==> config.mk <==
export PLATFORM = sky130hd
export DESIGN_NAME = nvp_ctrl
export DESIGN_NICKNAME = d
export VERILOG_FILES = /design/src/logic/nvp_pkg.sv /design/src/logic/nvp_arb_if.sv /design/src/logic/nvp_arbiter.sv /design/src/logic/nvp_ctrl.sv /design/src/logic/nvp_edge_sampler.sv
export SDC_FILE = /design/constraint.sdc
export NUM_CORES = 2
export LEC_CHECK = 0
export BUFFER_PORTS_ARGS = -buffer_cell sky130_fd_sc_hd__buf_4
export CELL_PAD_IN_SITES_DETAIL_PLACEMENT = 1
export CELL_PAD_IN_SITES_GLOBAL_PLACEMENT = 1
export CORE_MARGIN = 3
export CORE_UTILIZATION = 28
export DETAILED_ROUTE_END_ITERATION = 7
export PLACE_DENSITY_LB_ADDON = 0.1
export SETUP_SLACK_MARGIN = 0.3
export SKIP_LAST_GASP = 1
export SLEW_MARGIN = 20
export SYNTH_ARGS = -nofsm -noshare
export SYNTH_HDL_FRONTEND = slang
export SYNTH_HIERARCHICAL = 1
export SYNTH_SLANG_ARGS = --single-unit
==> constraint.sdc <==
create_clock -name clock_i -period 75.2 [get_ports clock_i]
set_input_delay 0 -clock clock_i [delete_from_list [all_inputs] [get_ports clock_i]]
set_output_delay 0 -clock clock_i [all_outputs]
set_load 0.005 [all_outputs]
==> src/logic/nvp_pkg.sv <==
/*
 * Shared constants of the nested interrupt controller: sizes, register
 * addresses, reset values and the priority grouping function.
 * Assumes byte addresses on the private peripheral bus, one word per register.
 */
`default_nettype none
package nvp_pkg;
    // ========================================================================
    // Sizes
    localparam int NUM_IRQ = 35;
    localparam int PRIO_W  = 3;
    localparam int ID_W    = 6;
    localparam int GRP_W   = 4;
    localparam int SPLIT_W = 2;
    localparam logic [ID_W-1:0]    NMI_ID    = 6'h23;
    localparam logic [GRP_W-1:0]   GRP_IDLE  = 4'h8;
    localparam logic [SPLIT_W-1:0] SPLIT_RST = 2'h0;
    localparam logic [PRIO_W-1:0]  PRIO_RST  = 3'h0;
    localparam int PRIO_LSB  = 5;
    localparam int LANE_W    = 8;
    localparam int LANES     = 4;
    // ========================================================================
    // Decoded address ranges and register addresses
    localparam logic [31:0] RANGE0_LO  = 32'he000e100;
    localparam logic [31:0] RANGE0_HI  = 32'he000e4ef;
    localparam logic [31:0] RANGE1_LO  = 32'he000ef00;
    localparam logic [31:0] RANGE1_HI  = 32'he000ef03;
    localparam logic [31:0] A_SET_EN   = 32'he000e100;
    localparam logic [31:0] A_CLR_EN   = 32'he000e180;
    localparam logic [31:0] A_SET_PEND = 32'he000e200;
    localparam logic [31:0] A_CLR_PEND = 32'he000e280;
    localparam logic [31:0] A_ACTIVE   = 32'he000e300;
    localparam logic [31:0] A_PRIO     = 32'he000e400;
    localparam logic [31:0] A_PRIO_END = 32'he000e420;
    localparam logic [31:0] A_SPLIT    = 32'he000e4e0;
    localparam logic [31:0] A_SENSE    = 32'he000e4e8;
    localparam logic [31:0] A_TRIG     = 32'he000ef00;
    localparam int BANK_BIT = 2;

    // Preemption compares only the group part; split counts subpriority bits.
    function automatic logic [GRP_W-1:0] nvp_group(input logic [PRIO_W-1:0]  p,
                                                   input logic [SPLIT_W-1:0] s);
        return GRP_W'(p >> s);
    endfunction
endpackage
`default_nettype wire

==> src/logic/nvp_arb_if.sv <==
/*
 * Carrier between the controller state and its arbiter.
 * Assumes one clock domain; all signals are combinational here.
 */
`timescale 1ns/10ps
`default_nettype none
interface nvp_arb_if #(parameter int N = 35);
    import nvp_pkg::*;
    logic [N-1:0]        cand;
    logic [N-1:0]        act;
    logic [PRIO_W-1:0]   prio [N];
    logic [SPLIT_W-1:0]  split;
    logic [ID_W-1:0]     best_id;
    logic [PRIO_W-1:0]   best_prio;
    logic                found;
    logic [GRP_W-1:0]    run_grp;
    modport arb (input cand, act, prio, split, output best_id, best_prio, found, run_grp);
    modport ctl (output cand, act, prio, split, input best_id, best_prio, found, run_grp);
endinterface // nvp_arb_if
`default_nettype wire

==> src/logic/nvp_arbiter.sv <==
/*
 * Picks the most urgent candidate and the running group of active lines.
 * Assumes candidates are already masked by enable and active state.
 */
`timescale 1ns/10ps
`default_nettype none
module nvp_arbiter
    import nvp_pkg::*;
(
    nvp_arb_if.arb a
);
    // ========================================================================
    // Lowest level wins, lowest number breaks ties; sub part orders equal groups.
    always_comb begin
        a.found     = 1'b0;
        a.best_id   = '0;
        a.best_prio = '1;
        a.run_grp   = GRP_IDLE;
        for (int i = 0; i < $bits(a.cand); i++) begin
            if (a.cand[i] && (!a.found || a.prio[i] < a.best_prio)) begin
                a.found     = 1'b1;
                a.best_id   = ID_W'(i);
                a.best_prio = a.prio[i];
            end
            if (a.act[i] && nvp_group(a.prio[i], a.split) < a.run_grp) begin
                a.run_grp = nvp_group(a.prio[i], a.split);
            end
        end
    end
endmodule // nvp_arbiter
`default_nettype wire

==> src/logic/nvp_ctrl.sv <==
/*
 * Nested vectored interrupt controller: per-line pending and active state,
 * priority and sensing registers, request to the core.
 * Assumes a synchronous register port and core entry and exit strobes.
 */
// Local design decisions: the address map and the strobed register port.
`timescale 1ns/10ps
`default_nettype none
// Function
// - 35 lines, each with priority 0 to 7
// - Smaller level is more urgent
// - Priority splits into group and subpriority
// - Priority changes take effect immediately
// - NMI input and tail-chaining supported
// - Core saves and restores context itself
// - Pulses sampled on rising clock edge
// - Level input high while not active pends
// - Rising edge on pulse input pends
// - Set-pending or trigger write pends
// - Handler entry: pending becomes active
// - Level exit: pend if still asserted
// - Pulse during handler: active and pending
// - No pulse during handler: inactive after
// - Level clear ignored while input high
// - Pulse clear drops only pending
// - Registers decoded in two address ranges
module nvp_ctrl
    import nvp_pkg::*;
#(
    parameter int N = NUM_IRQ
) (
    input  wire logic             clock_i,
    input  wire logic             reset_i,
    input  wire logic [N-1:0]     irq_i,
    input  wire logic             nmi_i,
    input  wire logic [31:0]      addr_i,
    input  wire logic [31:0]      wdata_i,
    input  wire logic             wr_i,
    input  wire logic             rd_i,
    output logic      [31:0]      rdata_o,
    input  wire logic             entry_i,
    input  wire logic [ID_W-1:0]  entry_id_i,
    input  wire logic             exit_i,
    input  wire logic [ID_W-1:0]  exit_id_i,
    output logic                  irq_req_o,
    output logic      [ID_W-1:0]  irq_id_o,
    output logic                  nmi_req_o
);
    logic [N-1:0]        en_reg;
    logic [N-1:0]        pend_reg;
    logic [N-1:0]        act_reg;
    logic [N-1:0]        pulse_reg;
    logic [PRIO_W-1:0]   prio_reg [N];
    logic [SPLIT_W-1:0]  split_reg;
    logic                nmi_pend_reg;
    logic                nmi_act_reg;
    logic [31:0]         rdata_reg;
    logic                irq_req_reg;
    logic [ID_W-1:0]     irq_id_reg;
    logic [N:0]          rise;
    logic                bank;
    logic                in_range;
    logic [5:0]          pidx;
    logic [N-1:0]        wmask;
    logic [N-1:0]        ent_vec;
    logic [N-1:0]        ext_vec;
    logic [N-1:0]        trig_vec;
    logic [N-1:0]        sw_set;
    logic [N-1:0]        sw_clr;
    logic [N-1:0]        hw_set;
    logic [N-1:0]        pend_clr;
    logic [N-1:0]        pend_next;
    logic [N-1:0]        act_next;

    nvp_arb_if #(.N(N)) arb ();

    // ========================================================================
    // Helpers
    function automatic logic [31:0] bank_word(input logic [N-1:0] v, input logic b);
        logic [63:0] w;
        w = 64'(v);
        return b ? w[63:32] : w[31:0];
    endfunction

    function automatic logic hit(input logic [31:0] base);
        return addr_i[31:BANK_BIT+1] == base[31:BANK_BIT+1];
    endfunction

    function automatic logic [N-1:0] id_vec(input logic [ID_W-1:0] id);
        return N'(64'h1 << id);
    endfunction

    // ========================================================================
    // Line sampling; the NMI rides as the top bit.
    nvp_edge_sampler #(.W(N + 1)) u_sampler (
        .clock_i (clock_i),
        .reset_i (reset_i),
        .line_i  ({nmi_i, irq_i}),
        .rise_o  (rise)
    );

    // ========================================================================
    // Register decode
    assign bank     = addr_i[BANK_BIT];
    assign in_range = (addr_i >= RANGE0_LO && addr_i <= RANGE0_HI) ||
                      (addr_i >= RANGE1_LO && addr_i <= RANGE1_HI);
    assign pidx     = 6'((addr_i - A_PRIO) >> BANK_BIT);
    assign wmask    = N'(bank ? {wdata_i, 32'h0} : {32'h0, wdata_i});

    // ========================================================================
    // Pending and active next state
    always_comb begin
        ent_vec  = entry_i ? id_vec(entry_id_i) : '0;
        ext_vec  = exit_i ? id_vec(exit_id_i) : '0;
        trig_vec = (wr_i && in_range && hit(A_TRIG)) ? id_vec(wdata_i[ID_W-1:0]) : '0;
        sw_set   = ((wr_i && in_range && hit(A_SET_PEND)) ? wmask : '0) | trig_vec;
        sw_clr   = (wr_i && in_range && hit(A_CLR_PEND)) ? wmask : '0;
        // Level lines pend while idle or on exit if still high; pulses on edges.
        hw_set   = (~pulse_reg & irq_i & ((~act_reg & ~ent_vec) | ext_vec))
                 | (pulse_reg & rise[N-1:0]);
        // A held level line ignores a software clear.
        pend_clr = ent_vec | (sw_clr & ~(~pulse_reg & irq_i))
                 | (ext_vec & ~pulse_reg);
        pend_next = (pend_reg & ~pend_clr) | hw_set | sw_set;
        act_next  = (act_reg & ~ext_vec) | ent_vec;
    end

    always_ff @(posedge clock_i or posedge reset_i) begin
        if (reset_i) begin
            pend_reg <= '0;
            act_reg  <= '0;
        end else begin
            pend_reg <= pend_next;
            act_reg  <= act_next;
        end
    end

    // ========================================================================
    // Software control registers
    always_ff @(posedge clock_i or posedge reset_i) begin
        if (reset_i) begin
            en_reg    <= '0;
            pulse_reg <= '0;
            split_reg <= SPLIT_RST;
        end else if (wr_i && in_range) begin
            if (hit(A_SET_EN)) begin
                en_reg <= en_reg | wmask;
            end
            if (hit(A_CLR_EN)) begin
                en_reg <= en_reg & ~wmask;
            end
            if (hit(A_SENSE)) begin
                pulse_reg <= bank ? {wmask[N-1:32], pulse_reg[31:0]}
                                  : {pulse_reg[N-1:32], wmask[31:0]};
            end
            if (addr_i[31:BANK_BIT] == A_SPLIT[31:BANK_BIT]) begin
                split_reg <= wdata_i[SPLIT_W-1:0];
            end
        end
    end

    always_ff @(posedge clock_i or posedge reset_i) begin
        if (reset_i) begin
            for (int i = 0; i < N; i++) begin
                prio_reg[i] <= PRIO_RST;
            end
        end else if (wr_i && addr_i >= A_PRIO && addr_i <= A_PRIO_END + 32'h3) begin
            for (int i = 0; i < N; i++) begin
                if (pidx == 6'(i / LANES)) begin
                    prio_reg[i] <= wdata_i[LANE_W*(i%LANES)+PRIO_LSB +: PRIO_W];
                end
            end
        end
    end

    // ========================================================================
    // Read port: data stand in the cycle after the strobe only.
    always_ff @(posedge clock_i or posedge reset_i) begin
        if (reset_i) begin
            rdata_reg <= '0;
        end else if (!rd_i || !in_range) begin
            rdata_reg <= '0;
        end else if (hit(A_SET_EN) || hit(A_CLR_EN)) begin
            rdata_reg <= bank_word(en_reg, bank);
        end else if (hit(A_SET_PEND) || hit(A_CLR_PEND)) begin
            rdata_reg <= bank_word(pend_reg, bank);
        end else if (hit(A_ACTIVE)) begin
            rdata_reg <= bank_word(act_reg, bank);
        end else if (hit(A_SENSE)) begin
            rdata_reg <= bank_word(pulse_reg, bank);
        end else if (addr_i[31:BANK_BIT] == A_SPLIT[31:BANK_BIT]) begin
            rdata_reg <= 32'(split_reg);
        end else if (addr_i >= A_PRIO && addr_i <= A_PRIO_END + 32'h3) begin
            rdata_reg <= '0;
            for (int i = 0; i < N; i++) begin
                if (pidx == 6'(i / LANES)) begin
                    rdata_reg[LANE_W*(i%LANES)+PRIO_LSB +: PRIO_W] <= prio_reg[i];
                end
            end
        end else begin
            rdata_reg <= '0;
        end
    end

    // ========================================================================
    // Arbitration and requests
    assign arb.cand  = pend_reg & en_reg & ~act_reg;
    assign arb.act   = act_reg;
    assign arb.prio  = prio_reg;
    assign arb.split = split_reg;

    nvp_arbiter u_arbiter (
        .a (arb)
    );

    // Only a strictly more urgent group preempts; after an exit the next
    // pending line is offered at once, so the core can chain handlers.
    always_ff @(posedge clock_i or posedge reset_i) begin
        if (reset_i) begin
            irq_req_reg <= 1'b0;
            irq_id_reg  <= '0;
        end else begin
            irq_req_reg <= arb.found && !nmi_act_reg &&
                           nvp_group(arb.best_prio, split_reg) < arb.run_grp;
            irq_id_reg  <= arb.best_id;
        end
    end

    // The core stacks and unstacks its own state around entry and exit.
    always_ff @(posedge clock_i or posedge reset_i) begin
        if (reset_i) begin
            nmi_pend_reg <= 1'b0;
            nmi_act_reg  <= 1'b0;
        end else begin
            nmi_pend_reg <= rise[N] || (nmi_pend_reg && !(entry_i && entry_id_i == NMI_ID));
            nmi_act_reg  <= (entry_i && entry_id_i == NMI_ID) ||
                            (nmi_act_reg && !(exit_i && exit_id_i == NMI_ID));
        end
    end

    assign rdata_o   = rdata_reg;
    assign irq_req_o = irq_req_reg;
    assign irq_id_o  = irq_id_reg;
    assign nmi_req_o = nmi_pend_reg;
endmodule // nvp_ctrl
`default_nettype wire

==> src/logic/nvp_edge_sampler.sv <==
/*
 * Samples interrupt lines on the clock and flags rising transitions.
 * Assumes the lines are synchronous to the clock.
 */
`timescale 1ns/10ps
`default_nettype none
module nvp_edge_sampler #(
    parameter int W = 36
) (
    input  wire logic         clock_i,
    input  wire logic         reset_i,
    input  wire logic [W-1:0] line_i,
    output logic      [W-1:0] rise_o
);
    logic [W-1:0] prev_reg;

    // ========================================================================
    always_ff @(posedge clock_i or posedge reset_i) begin
        if (reset_i) begin
            prev_reg <= '0;
        end else begin
            prev_reg <= line_i;
        end
    end

    assign rise_o = line_i & ~prev_reg;
endmodule // nvp_edge_sampler
`default_nettype wire

# Yosys cells after proc, flatten, opt, wreduce, memory -nomap -nowiden
# Cells that the tools add are included.
[word_totals]
reg_bits = 324
inputBits = 118
out_inout_bits = 40
elab_cells = 582
[op_classes]
n_addsub = 1
n_lt_le_gt_ge = 76
n_eq_ne = 18
shifts = 39
n_mux = 193
bitwise_logic = 30
reduce_logical = 178
[ops]
columns = ["operator", "n"]
rows = [
  ["35-bit AND", 11],
  ["32-bit two-way mux", 11],
  ["35-bit bitwise OR", 9],
  ["35-bit two-way mux", 8],
  ["35-bit inverter", 7],
  ["3-bit two-way mux", 74],
  ["29-bit == test, second input constant", 7],
  ["4-bit two-way mux", 43],
  ["3-bit by 2-bit >> shifter with 4-bit output", 36],
  ["4-bit < comparator", 35],
  ["1-bit by 6-bit left shift with 35-bit output, first input constant", 3],
  ["3-bit < comparator", 34],
  ["32-bit >= comparator, second input constant", 3],
  ["32-bit less-or-equal comparator, second input constant", 3],
  ["1-bit logical AND", 84],
  ["5-bit two-way mux", 16],
  ["1-bit logical OR", 40],
  ["1-bit logical NOT", 39],
  ["36-bit AND", 1],
  ["1-bit two-way mux", 36],
  ["36-bit inverter", 1],
  ["30-bit == test, second input constant", 1],
  ["6-bit by 3-bit == test with 1-bit output, second input constant", 4],
  ["2-bit AND reduction", 11],
  ["other kinds (12)", 18],
]

# Logic depth before layout (Yosys ltp)
[logic_depth]
word_depth = 142
mapped_depth = 255
depth_no_buf = 253

# Cells and area by module
# Netlist, hierarchy kept.
[by_module_without_submodules]
columns = ["mod", "instances", "cells_each", "area_per_inst_um2", "seq_area_each_um2"]
rows = [
  ["nvp_ctrl", 1, 1555, 15683.8, 7206.9],
  ["nvp_arbiter", 1, 1720, 11248.3, 0.0],
  ["nvp_edge_sampler", 1, 73, 1400.1, 900.9],
]

# Worst setup path before layout
# Ideal clock, no wire load.
[synth_path]
kind = "reg2reg"
start = "register split_reg[0] (netlist: arb.split[0])"
end = "register irq_req_reg (netlist: irq_req_o)"
setup_time_ns = 0.088
arrival_time_ns = 42.359
t_required_ns = 75.112
setup_slack_ns = 32.753
path_stages_with_launch = 235
path_buffers = 9
cell_sequence = "dfrtp_1 buf_6 buf_2 buf_1 clkbuf_1 buf_1 nor2_1 nand2_1 inv_1 ha_1 and3_1 o211a_1 a211o_1 mux2_2 ha_1 or3b_1 nor4_1 nor2_1 (+199 left out) o21a_1 nor2_1 o21ai_0 o311ai_4 mux2i_1 ha_1 o21a_1 o22ai_1 nand2_1 o31ai_1 a21oi_2 mux2i_1 inv_1 ha_1 a21o_1 a21oi_1 nor2_1 nor3b_1"
[synth_between]
elab_chain_len = 108
word_cells_on_any_way = 143
cone_classes = "order compare: 36; shift: 36; mux: 35; reduce/logical: 36"
[synth_rtl]
columns = ["element", "line_no", "source"]
rows = [
  ["start: declaration", "nvp_ctrl.sv:54", "logic [SPLIT_W-1:0] split_reg;"],
  ["start signal: assignment", "nvp_ctrl.sv:157", "split_reg <= wdata_i[SPLIT_W-1:0];"],
  ["3-bit by 2-bit >> shifter with 4-bit output", "nvp_pkg.sv:43", "return GRP_W'(p >> s);"],
  ["4-bit < comparator", "nvp_arbiter.sv:25", "if (a.act[i] && nvp_group(a.prio[i], a.split) < a.run_grp) begin"],
  ["1-bit logical AND", "nvp_arbiter.sv:25", ""],
  ["4-bit two-way mux", "nvp_arbiter.sv:25", ""],
  ["4-bit < comparator", "nvp_arbiter.sv:25", ""],
  ["1-bit logical AND", "nvp_arbiter.sv:25", ""],
  ["4-bit two-way mux", "nvp_arbiter.sv:25", ""],
  ["4-bit < comparator", "nvp_arbiter.sv:25", ""],
  ["(+93 left out)", "-", ""],
  ["1-bit logical AND", "nvp_arbiter.sv:25", ""],
  ["4-bit two-way mux", "nvp_arbiter.sv:25", ""],
  ["4-bit < comparator", "nvp_arbiter.sv:25", ""],
  ["1-bit logical AND", "nvp_arbiter.sv:25", ""],
  ["4-bit two-way mux (*)", "nvp_arbiter.sv:25", ""],
  ["via arb.run_grp[1]", "nvp_arb_if.sv:16", "logic [GRP_W-1:0] run_grp;"],
  ["4-bit < comparator (*)", "nvp_ctrl.sv:224", "nvp_group(arb.best_prio, split_reg) < arb.run_grp;"],
  ["1-bit logical AND (*)", "nvp_ctrl.sv:223", "irq_req_reg <= arb.found && !nmi_act_reg &&"],
  ["end signal: assignment", "nvp_ctrl.sv:223", ""],
  ["end: declaration", "nvp_ctrl.sv:58", "logic irq_req_reg;"],
]
# The timed path passes the listed nets; every way through them passes the cells marked *.
# A chain may end at the register's enable or synchronous reset.

# Final worst setup path
[layout_path]
start = "register act_reg[0]"
end = "register irq_req_reg (netlist: irq_req_o)"
[layout_between]
elab_chain_len = 142
word_cells_on_any_way = 316
cone_classes = "order compare: 69; shift: 1; mux: 105; bitwise: 2; reduce/logical: 139"
[layout_rtl]
columns = ["element", "line_no", "source"]
rows = [
  ["start: declaration", "nvp_ctrl.sv:51", "logic [N-1:0] act_reg;"],
  ["start signal: assignment", "nvp_ctrl.sv:134", "act_reg <= act_next;"],
  ["35-bit inverter (*)", "nvp_ctrl.sv:207", "assign arb.cand = pend_reg & en_reg & ~act_reg;"],
  ["35-bit AND (*)", "nvp_ctrl.sv:207", ""],
  ["via arb.cand[0]", "nvp_arb_if.sv:9", "logic [N-1:0] cand;"],
  ["3-bit two-way mux or 1-bit two-way mux (tied branches)", "nvp_arbiter.sv:20", "if (a.cand[i] && (!a.found || a.prio[i] < a.best_prio)) begin"],
  ["3-bit < comparator or 1-bit logical NOT (tied branches)", "nvp_arbiter.sv:20", ""],
  ["1-bit logical OR", "nvp_arbiter.sv:20", ""],
  ["1-bit logical AND", "nvp_arbiter.sv:20", ""],
  ["3-bit two-way mux or 1-bit two-way mux (tied branches)", "nvp_arbiter.sv:20", ""],
  ["(+128 left out)", "-", ""],
  ["3-bit < comparator or 1-bit logical NOT (tied branches)", "nvp_arbiter.sv:20", ""],
  ["1-bit logical OR", "nvp_arbiter.sv:20", ""],
  ["1-bit logical AND", "nvp_arbiter.sv:20", ""],
  ["3-bit two-way mux (*)", "nvp_arbiter.sv:20", ""],
  ["via arb.best_prio[2]", "nvp_arb_if.sv:14", "logic [PRIO_W-1:0] best_prio;"],
  ["3-bit by 2-bit >> shifter with 4-bit output (*)", "nvp_pkg.sv:43", ""],
  ["4-bit < comparator (*)", "nvp_ctrl.sv:224", ""],
  ["1-bit logical AND (*)", "nvp_ctrl.sv:223", ""],
]
# Marks and branches as above.

==> metrics <==
total power between 1 and 1.5 mW; CP arrival about 51 ns; Placed Area 31,000 µm²; worst path required time roughly 76 ns; Max stage delay on crit path 0.70 ns; clk root buf clkbuf_16; critical path fanouts, max 13; Distinct cells, synth about 120; CTS Sinks 324; count leader, synth nand2_1; Synth area leaders dfrtp_1 29%, mux2_2 7.2%, mux2i_1 5.7%; DR iter-0 viols 2,032; critical path endpoint category register; first-pass GRT wire length about 200 mm; Simple-Gate Fraction of Synth Area 23.0%; Synth top area share ~29%; Synth warnings 6; fill cell count 11,700; fin cells about 5,000; Setup WS pre-CTS about 25 ns; status completed; CTS Buf Count 40; Setup-failing EPs final 0; post-synthesis sequential area ratio 28.6%; die width roughly 320 µm; Clock Latency Late Sink 0.57 ns; io pins 158; Max-Slew Margin vs Limit 27.4%; DP Cell Count 4,758; Setup CP Type register to register; Worst Tran Pin Value ~1.1 ns; Yosys top cell by area dfrtp_1; clk slew on worst S/H paths about 0.06 ns; initial antenna violation count 8; Tcrit/Tclk final between 60% and 70%; Avg Inst Size Synth between 8 and 9 µm²; # nets final ~3,800; Core Rows around 120; post-layout util between 30% and 40%; Max Cap Viol 0; largest net degree at the start of global routing slightly below 90; post-route cell area between 30,000 and 40,000 µm²; vias post-DR between 20,000 and 30,000; pwr/cell area ~37 nW/µm²; number of synthesized flops with an enable pin 0; LEAKAGE 14.2 nW; Multi-input gate area ~19,000 µm²; ys async rst share between 90% and 100%; multiplexer share of the synthesized area approximately 14%; DR WL/cell approximately 27 µm; vias per cell roughly 5.7; fraction of layout cells with a size suffix above 1 16.8%; FF+latch count, synth between 300 and 400; HP Class input pin to register; Max Slew Vio Count 0; final worst slack around 25 ns; GRT overflow 0; Synth Area in Adders 5.11%; final hold viol count 0; crit start category register; Core Area between 100,000 and 150,000 µm²; Setup TNS 0 ns; top cells by count, synth 360 x nand2_1, 324 x dfrtp_1, 283 x nor2_1, 211 x o21ai_0, 199 x a21oi_1; main flop type after synthesis dfrtp_1; DP Wirelength 100 mm; register area approximately 8100 µm²; Cell Area, Synth roughly 28,000 µm²; IO buf count between 150 and 200; GP Congestion just over 0.9; Max clock buf depth 3; remaining antenna violation count after routing 0; vias in the first global route 29,700; first-pass iteration count of the detailed router 6; Cells after Synth between 3,000 and 4,000; Layout area overhead 17.2%; RSZ-0062 raised after global routing false; CP dominant cell by count ha_1; post-synth net total roughly 3,600; Compound-Gate Fraction of Synth Area 25.4%; final wirelength between 100 and 150 mm; minimum clock period around 50 ns; Initial Util between 20% and 30%; H-Tree Depth 2; Synth Area in XOR/XNOR less than 1%; CTS tree done; slowest CP cell a41oi_1; Max Clock Freq around 20 MHz; GRT Overall Usage about a quarter; Die H roughly 320 µm; # DRC 0; Peak VDD IR ~48 µV; Final Skew roughly 0.019 ns; main combinational cell family by area after synthesis compound AO/OA/AOI/OAI gates; hold slack ~0.084 ns; die area about 110,000 µm²
==> routing by layer <==
layer  track usage (%)  up-vias  routed length [µm]
met1              33.2    14500               60200
met2              41.2      711               61000
li1                  -    12900                   -
met5                 0        -                   0
met3              2.64      163                5280
met4              8.40        0                4860
==> report_power, final <==
group          switching [mW]  internal [mW]
clock                  0.0842          0.115
sequential             0.0136          0.186
combinational           0.499          0.321
total                   0.597          0.622
==> layout by cell type (no fill, tap or decap), types with 15 or more instances in the layout <==
cell type      instances
a211o_1               15
nor2b_1               78
nand3_1               60
nor3b_1               23
a21o_1                62
a221oi_1              22
inv_1                133
mux2_2               181
o31ai_1               33
dfrtp_1              322
nor4_1                24
mux2i_1              161
a21oi_1              199
o221ai_1              25
nand2b_1              51
nor2_1               281
nand4_1               26
o22ai_1               31
a222oi_1              27
o21ai_0              211
nor3_1                64
or3_1                 30
a311oi_1              17
o21bai_1              20
clkbuf_16             41
a211oi_1              37
or2_2                 39
o21a_1                65
o21ai_1               16
nor2b_4               37
ha_1                 110
and2_1                57
dlygate4sd3_1         86
a31oi_1               36
a22o_1                24
buf_4                196
and3_1                17
o211ai_1              42
nand2_1              360
==> cell type report <==
class	instances	share of cell area, %
timing repair buffer	283	7.08
tap	1357	5.11
clock inverter	14	0.343
sequential	324	24.4
inverter	136	1.56
antenna	2	0.0151
multi-input combinational	2745	57.8
clock buffer	58	3.61
==> critical path: cells and delay by family (launching register included) <==
kind	cells	cell delay (ns)
AOI/OAI and AO/OA	114	25.05
adders and majority gates	35	9.68
buffers and inverters	16	1.19
DFF	1	0.59
muxes	16	5.23
and+or+nand+nor	53	8.56
==> path summary, 6_finish.rpt <==
| kind | start | endpoint | slack [ns] | cells after the start |
|---|---|---|---|---|
| worst max-delay path | act_reg[0] | irq_req_o | 24.77 | 234 |
| worst min-delay path | addr_i[11] | pend_reg[32] | 0.08 | 5 |
| worst max register to register | act_reg[0] | irq_req_o | 24.77 | 234 |
| worst min register to register | nmi_req_o | nmi_req_o | 0.48 | 1 |
| max in group asynchronous | reset_i | async pin | 72.83 | 5 |
| min in group asynchronous | reset_i | pulse_reg[26] | 0.11 | 3 |
==> what timing repair did <==
action | in CTS | in global routing
setup buffers | 0 | 0
hold buffers | 86 | 0
hold endpoints to repair | 402 | 0
gates resized for setup | 0 | 0
==> cell families (layout without fill, tap and decap cells) <==
kind of cell | after synthesis | count (layout)
flip-flops | 324 | 324
AO/OA/AOI/OAI | 1031 | 1031
XOR/XNOR | 1 | 1
other | 0 | 2
multiplexers | 358 | 358
AND/OR/NAND/NOR | 1238 | 1238
adder cells (fa/ha/maj) | 117 | 117
buffers and inverters | 279 | 491
Power figures use the tool's default switching activity.
